**config.mk**
```make
export PLATFORM = sky130hd
export DESIGN_NAME = bdcs_top
export DESIGN_NICKNAME = d
export VERILOG_FILES = /design/src/logic/bdcs_pkg.sv /design/src/logic/bdcs_nv_if.sv /design/src/logic/bdcs_nv_timer.sv /design/src/logic/bdcs_top.sv
export SDC_FILE = /design/constraint.sdc
export NUM_CORES = 1
export LEC_CHECK = 0
export ABC_AREA = 1
export BUFFER_PORTS_ARGS = -buffer_cell sky130_fd_sc_hd__buf_2
export CELL_PAD_IN_SITES_DETAIL_PLACEMENT = 1
export CELL_PAD_IN_SITES_GLOBAL_PLACEMENT = 1
export CORE_MARGIN = 2
export CORE_UTILIZATION = 48
export DETAILED_ROUTE_END_ITERATION = 8
export GPL_TIMING_DRIVEN = 0
export PLACE_DENSITY = 0.85
export SLEW_MARGIN = 20
export SYNTH_ARGS = -nofsm -noshare
export SYNTH_HDL_FRONTEND = slang
export SYNTH_HIERARCHICAL = 1
export SYNTH_SLANG_ARGS = --single-unit
```
**constraint.sdc**
```tcl
create_clock -name ref_clk -period 3.75 [get_ports ref_clk]
set_input_delay 0.1875 -clock ref_clk [delete_from_list [all_inputs] [get_ports ref_clk]]
set_output_delay 0.1875 -clock ref_clk [all_outputs]
set_load 0.005 [all_outputs]
```
**src/logic/bdcs_pkg.sv**
```systemverilog
// Constants shared by the backplane DAC command store.
// Assumes a 100 MHz logic clock.
package bdcs_pkg;
    localparam int CLK_MHZ = 100;
    localparam int DAC_W = 7;
    localparam logic [6:0] SLAVE_ADDR = 7'h2F;
    localparam logic [7:0] CMD_DEC = 8'h00;
    localparam logic [7:0] CMD_INC = 8'hFF;
    localparam logic [7:0] CMD_STORE = 8'hAA;
    localparam logic [7:0] CMD_LOAD = 8'h55;
    localparam logic [7:0] CMD_SET = 8'h11;
    localparam logic [6:0] DAC_MAX = 7'h7F;
    localparam logic [6:0] DAC_MIN = 7'h00;
    localparam logic [3:0] BIT_LAST = 4'h7;
    localparam logic [3:0] BIT_ACK = 4'h8;
    localparam int WRITE_MS = 11;
    localparam int WRITE_CYC = WRITE_MS * 1000 * 1000 * CLK_MHZ / 1000;
endpackage

```
**src/logic/bdcs_nv_if.sv**
```systemverilog
// Link between the command store and its nonvolatile write timer.
// Assumes one clock domain.
`timescale 1ns/1ps
interface bdcs_nv_if;
    logic start;
    logic busy;
    logic done;
    modport ctrl (output start, input busy, input done);
    modport timer (input start, output busy, output done);
endinterface

```
**src/logic/bdcs_nv_timer.sv**
```systemverilog
// Times one nonvolatile write cycle.
// Assumes start is a one-cycle pulse from the same clock.
`timescale 1ns/1ps
module bdcs_nv_timer
    import bdcs_pkg::*;
#(
    parameter int CYCLES = WRITE_CYC
)
(
    // Clock and reset
    input wire logic ref_clk,
    input wire logic resetn,
    // Control link
    bdcs_nv_if.timer nv
);
    typedef struct packed {
        logic [31:0] count;
        logic busy;
        logic done;
    } bdcs_tmr_t;
    bdcs_tmr_t s_r;
    bdcs_tmr_t s_nxt;

    always_comb
    begin
        s_nxt = s_r;
        s_nxt.done = 1'b0;
        if (s_r.busy)
        begin
            if (s_r.count == 32'(CYCLES - 1))
            begin
                s_nxt.busy = 1'b0;
                s_nxt.done = 1'b1;
                s_nxt.count = '0;
            end
            else
            begin
                s_nxt.count = s_r.count + 32'h1;
            end
        end
        else if (nv.start)
        begin
            s_nxt.busy = 1'b1;
            s_nxt.count = '0;
        end
    end

    always_ff @(posedge ref_clk)
    begin
        if (!resetn)
            s_r <= '0;
        else
            s_r <= s_nxt;
    end

    assign nv.busy = s_r.busy;
    assign nv.done = s_r.done;
endmodule

```
**src/logic/bdcs_top.sv**
```systemverilog
// Receive-only two-wire slave that adjusts and stores a 7-bit DAC code.
// Assumes open-drain bus pins sampled from outside the clock domain and a
// nonvolatile cell modelled as flip-flops with a timed write.
//
// Notes on behaviour
// - hold 7-bit DAC code, commands update it
// - nonvolatile copy rewritable without a count limit
// - requests arrive only over the two-wire bus
// - valid non-store commands set program mode
// - nonvolatile write lasts 11 ms
// - low programming supply blocks nonvolatile writes
// - answer only write address 0x2F
// - decode dec, inc, store, load, set commands
// - power-up loads code from nonvolatile copy
// - no command ack while busy or store refused
`timescale 1ns/1ps
module bdcs_top
    import bdcs_pkg::*;
#(
    parameter int WRITE_CYCLES = WRITE_CYC,
    parameter logic [6:0] NV_INIT = DAC_MIN
)
(
    // Clock and reset
    input wire logic ref_clk,
    input wire logic resetn,
    // Two-wire bus
    input wire logic sclIn,
    input wire logic sdaIn,
    output logic sdaOut,
    output logic sdaOe,
    // Supply detector
    input wire logic programSupplyOk,
    // Converter side
    output logic [6:0] dacCode,
    output logic programMode,
    output logic nvBusy
);
    typedef enum logic [2:0] {
        ST_IDLE, ST_ADDR, ST_CMD, ST_VAL, ST_ACK, ST_IGNORE
    } bdcs_state_t;

    typedef struct packed {
        logic [1:0] sclSync;
        logic [1:0] sdaSync;
        logic [1:0] supplySync;
        logic sclPrev;
        logic sdaPrev;
        bdcs_state_t state;
        bdcs_state_t after;
        logic [3:0] bitCnt;
        logic [7:0] shift;
        logic ackDrive;
        logic isSet;
        logic booted;
        logic [6:0] dac;
        logic [6:0] nvCell;
        logic progMode;
        logic start;
        logic [7:0] pendCmd;
    } bdcs_st_t;

    bdcs_st_t s_r;
    bdcs_st_t s_nxt;
    bdcs_nv_if nv ();

    bdcs_nv_timer #(.CYCLES(WRITE_CYCLES)) u_timer (
        .ref_clk(ref_clk),
        .resetn(resetn),
        .nv(nv)
    );

    logic scl;
    logic sda;
    logic sclRise;
    logic sclFall;
    logic startCond;
    logic stopCond;
    logic [7:0] rxByte;
    logic cmdOk;
    logic supplyOk;

    assign scl = s_r.sclSync[1];
    assign sda = s_r.sdaSync[1];
    // Detector output is asynchronous to the logic clock
    assign supplyOk = s_r.supplySync[1];
    assign sclRise = scl && !s_r.sclPrev;
    assign sclFall = !scl && s_r.sclPrev;
    assign startCond = scl && s_r.sclPrev && s_r.sdaPrev && !sda;
    assign stopCond = scl && s_r.sclPrev && !s_r.sdaPrev && sda;
    assign rxByte = {s_r.shift[6:0], sda};

    // Store needs program mode and supply; nothing is taken while busy
    always_comb
    begin
        cmdOk = 1'b0;
        if (!nv.busy)
        begin
            unique case (rxByte)
                CMD_DEC, CMD_INC, CMD_LOAD, CMD_SET: cmdOk = 1'b1;
                CMD_STORE: cmdOk = s_r.progMode && supplyOk;
                default: cmdOk = 1'b0;
            endcase
        end
    end

    //--------------------------------------------------------------
    // Next state
    //--------------------------------------------------------------
    always_comb
    begin
        s_nxt = s_r;
        s_nxt.sclSync = {s_r.sclSync[0], sclIn};
        s_nxt.sdaSync = {s_r.sdaSync[0], sdaIn};
        s_nxt.supplySync = {s_r.supplySync[0], programSupplyOk};
        s_nxt.sclPrev = scl;
        s_nxt.sdaPrev = sda;
        s_nxt.start = 1'b0;

        if (!s_r.booted)
        begin
            s_nxt.dac = s_r.nvCell;
            s_nxt.booted = 1'b1;
        end

        // Commit the store only after the timer completes
        if (nv.done)
        begin
            s_nxt.nvCell = s_r.dac;
            s_nxt.progMode = 1'b0;
        end

        if (startCond)
        begin
            s_nxt.state = ST_ADDR;
            s_nxt.bitCnt = '0;
            s_nxt.ackDrive = 1'b0;
            s_nxt.isSet = 1'b0;
        end
        else if (stopCond)
        begin
            s_nxt.state = ST_IDLE;
            s_nxt.ackDrive = 1'b0;
        end
        else
        begin
            unique case (s_r.state)
                ST_IDLE, ST_IGNORE: ;
                ST_ADDR, ST_CMD, ST_VAL:
                begin
                    if (sclRise)
                    begin
                        s_nxt.shift = rxByte;
                        s_nxt.bitCnt = s_r.bitCnt + 4'h1;
                    end
                    if (sclRise && s_r.bitCnt == BIT_LAST)
                    begin
                        s_nxt.state = ST_ACK;
                        s_nxt.after = ST_IGNORE;
                        if (s_r.state == ST_ADDR)
                        begin
                            if (rxByte == {SLAVE_ADDR, 1'b0})
                            begin
                                s_nxt.after = ST_CMD;
                            end
                        end
                        else if (s_r.state == ST_CMD)
                        begin
                            if (cmdOk)
                            begin
                                s_nxt.after = ST_IDLE;
                                s_nxt.pendCmd = rxByte;
                                if (rxByte == CMD_SET)
                                    s_nxt.after = ST_VAL;
                            end
                        end
                        else
                        begin
                            s_nxt.after = ST_IDLE;
                            s_nxt.isSet = 1'b1;
                        end
                    end
                end
                ST_ACK:
                begin
                    // Drive ack low from the SCL fall after bit 8
                    if (sclFall && !s_r.ackDrive)
                        s_nxt.ackDrive = (s_r.after != ST_IGNORE);
                    else if (sclFall && s_r.ackDrive)
                    begin
                        s_nxt.ackDrive = 1'b0;
                        s_nxt.bitCnt = '0;
                        s_nxt.state = s_r.after;
                        if (s_r.after == ST_IDLE && s_r.isSet)
                        begin
                            s_nxt.dac = s_r.shift[6:0];
                            s_nxt.progMode = 1'b1;
                        end
                        else if (s_r.after == ST_IDLE)
                        begin
                            unique case (s_r.pendCmd)
                                CMD_DEC:
                                    if (s_r.dac != DAC_MIN)
                                        s_nxt.dac = s_r.dac - 7'h01;
                                CMD_INC:
                                    if (s_r.dac != DAC_MAX)
                                        s_nxt.dac = s_r.dac + 7'h01;
                                CMD_LOAD: s_nxt.dac = s_r.nvCell;
                                CMD_STORE: s_nxt.start = 1'b1;
                                default: ;
                            endcase
                            if (s_r.pendCmd != CMD_STORE)
                                s_nxt.progMode = 1'b1;
                        end
                    end
                    else if (sclFall)
                        s_nxt.state = s_r.after;
                end
            endcase
        end
        if (s_r.state == ST_ACK && sclFall && s_r.after == ST_IGNORE)
            s_nxt.state = ST_IGNORE;
    end

    always_ff @(posedge ref_clk)
    begin
        if (!resetn)
        begin
            s_r <= '0;
            s_r.sclSync <= 2'h3;
            s_r.sdaSync <= 2'h3;
            s_r.sclPrev <= 1'b1;
            s_r.sdaPrev <= 1'b1;
            s_r.nvCell <= NV_INIT;
        end
        else
            s_r <= s_nxt;
    end

    assign nv.start = s_r.start && supplyOk;
    assign sdaOut = 1'b0;
    assign sdaOe = s_r.ackDrive;
    assign dacCode = s_r.dac;
    assign programMode = s_r.progMode;
    assign nvBusy = nv.busy;
endmodule

```
==> results.cfg <==
[global_route]
grt_overflow = 0
grt.met3_usage = 0.0606
antenna_found_initial = 0
grt_pass1_wl_um = 28100
met2_usage = 0.554
grt_use_total = 0.300
grt_max_degree = 16
grt_pass1_vias = 5868
grt_use_met1 = 0.333
grt.busiest_layer = met2

[sta]
hold_violations = 0
slew_violations = 0
rsz0062_at_grt = no
period_needed_ns = 1.93
fin_tns_setup_ns = 0
max_freq_mhz = 517
relSlewSlack = 0.609
setup_violations = 0
tightest_slew_ns = 0.587
fin_crit_sh = 0.515
skew_ns = 0.00628

[yosys]
synth_seq_cells = 86
synth.area.top_cells = dfxtp_1 32%, nand2_1 16%, nor2_1 7.6%, inv_1 6.5%, a21oi_1 4.9%
yosysWarnings = 6
yosysSeqAreaShare = 0.318
synthDistinctLibCells = 45
ys.flop_type = dfxtp_1
yosysTopAreaCell = dfxtp_1
synth_edf_count = 0
syn_area_um2 = 5420
netlist.area_leader.share = 0.318
syn_inst = 841
avgSynthCellArea_um2 = 6.45
synthTopCellsByCount = 229 x nand2_1, 110 x nor2_1, 94 x inv_1, 86 x dfxtp_1, 53 x a21oi_1
synth_nets = 851
yosysMostFrequentCell = nand2_1
async_flop_share = 0

[setup_path]
cp_top_family = simple AND/OR/NAND/NOR gates
reg2reg_to = s_r[2]
max_stage_delay_ns = 0.38
rrSetupSlack_ns = 1.82
path_max_fanout = 10
path_cells = ha_1 -> nand2_1 -> nor2_1 -> nand2_1 -> nor4_1 -> nand3_2 -> buf_6 -> o21bai_1 -> nor2_1
arrival_ns = 2.17
cp-start-kind = register
worst_path_max_delay_cell = dfxtp_1
crit_path_end_kind = register
r2r.worst_path.cells = 9
crit_type = reg2reg
crit_buf_inv = 1
worst_ep_required_time_ns = 3.99
r2r-start = s_r[35]

[floorplanning]
core.rowCount = 38
die_x_um = 110
die_y_um = 110
core-area_um2 = 10900
io_pins = 16
design.die.area_um2 = 12200
initial_core_util = 0.496

[drt]
ant_nets = 0
dr.pass1.iters = 4
drtIter0Drc = 224
drc_errors = 0
via_per_inst = 5.45
wl_per_cell_um = 16.6
num_vias = 5507
routed_wl_um = 16800

[finish]
area_growth_pct = 10.5
final_layout_size_suffix_gt1_frac = 0.146
fin_cells = 1011
antenna_cells = 0
nets = 876
fillers = 1527

[clock_tree]
numCtsBuffers = 9
cts_setup_buffers = 0
clock_sinks = 86
h-tree-depth = 3
ctsLongestPathBuffers = 2
cts_resized = 0
clock_latency_ns = 0.35
clk_pin_slew_ns = 0.07
cts_tree = done
clock-root-buffer = clkbuf_16
cts_hold_buf = 0

[hold_path]
holdCritStartpoint = programSupplyOk
whs_path_depth = 3
hold_end = s_nxt[48]
hold_path.class = in2reg

[power_and_ir_drop]
powerDensity_nw_per_um2 = 332
cellLeakagePower_nw = 2.51
irDropWorstVdd_mv = 0.344

[run]
maxCapViolCount = 0

[placement]
place_congestion = 0.959
dp_hpwl_um = 12800
numPortBuffers = 14
dp.cells = 995

[status]
status = completed
[worst reg2reg max path, stage by stage (launching register included)]
cell and delay (ns):
dfxtp_1 0.38, ha_1 0.20, nand2_1 0.09, nor2_1 0.09, nand2_1 0.11, nor4_1 0.30
nand3_2 0.15, buf_6 0.17, o21bai_1 0.27, nor2_1 0.08
[cells by family after synthesis]
kind of cell,after synthesis,synth area share
AOI/OAI and AO/OA,114,0.115
xor gates and xnor gates,22,0.0355
adders and majority gates,5,0.0115
buffers and inverters,131,0.102
DFF,86,0.318
other,1,0.000692
and+or+nand+nor,482,0.417
[per-layer routing]
layer / wire length [um] / up-vias
met5: 0 / -
met4: 609 / 0
met3: 379 / 48
met2: 8760 / 79
met1: 7060 / 2677
li1: - / 2703
[worst max path at each step]
stage	slack, ns	to	cells past startpoint	startpoint
5_1_grt	1.69	s_r[2]	9	s_r[35]
3_5_place_dp	1.79	s_r[2]	9	s_r[35]
2_1_floorplan	2.25	s_r[0]	9	s_r[35]
6_report	1.82	s_r[2]	9	s_r[35]
4_1_cts	1.78	s_r[2]	9	s_r[35]
3_3_place_gp	1.89	s_r[7]	8	s_r[35]
[power breakdown]
group | internal [mW] | switching [mW]
registers | 0.919 | 0.00533
logic | 0.0242 | 0.0539
clock network | 0.586 | 0.401
total | 1.53 | 0.460
[state kept, by name (all words and copies together) (netlist names)]
register         flops
programMode          1
s_nxt                4
rxByte               8
sdaOe                1
u_timer/nv.done      1
u_timer/s_r         32
s_r                 31
u_timer/nv.busy      1
dacCode              7
[layout make-up]
cell class                 instances  area (um^2)  area share
clock inverter                     7         98.8      0.0165
timing repair buffer              14         70.1      0.0117
tap                              140          175      0.0292
buffer                            24          153      0.0255
multi-input combinational        624         3150       0.525
clock buffer                       9          225      0.0376
inverter                         107          402      0.0670
sequential                        86         1720       0.287
[metrics by stage]
| step | setup WS [ns] | util | total power, mW | hold slack (ns) | instance area (um^2) |
|---|---|---|---|---|---|
| floorplan | 2.25 | - | 0.997 | 0.215 | 5420 |
| global placement | 1.89 | 0.518 | 1.02 | 0.373 | 5670 |
| detailed placement | 1.79 | 0.518 | 1.02 | 0.381 | 5670 |
| CTS | 1.78 | 0.548 | 2.01 | 0.0192 | 5990 |
| global route | 1.69 | 0.548 | 2.06 | 0.0237 | 5990 |
| finish | 1.82 | 0.548 | 1.99 | 0.0212 | 5990 |
[layout by cell type (no fill, tap or decap), types with 4 or more instances in the layout]
cell type / n
o21ai_1: 4
a21oi_2: 6
dfxtp_1: 86
buf_2: 19
inv_2: 13
nand2_1: 229
nand3_1: 47
buf_1: 4
nand3b_1: 5
nand3_2: 8
xnor2_1: 6
nor3_1: 12
ha_1: 5
xor2_1: 16
nor2_2: 14
a21oi_1: 53
nor2_1: 110
clkbuf_16: 9
nor2_4: 11
nor4_1: 6
nand2_2: 10
or2_2: 6
buf_4: 9
nand2_4: 4
nand4_1: 10
inv_1: 94
o21ai_0: 38
Note: power is estimated with default switching activity, not from simulation.
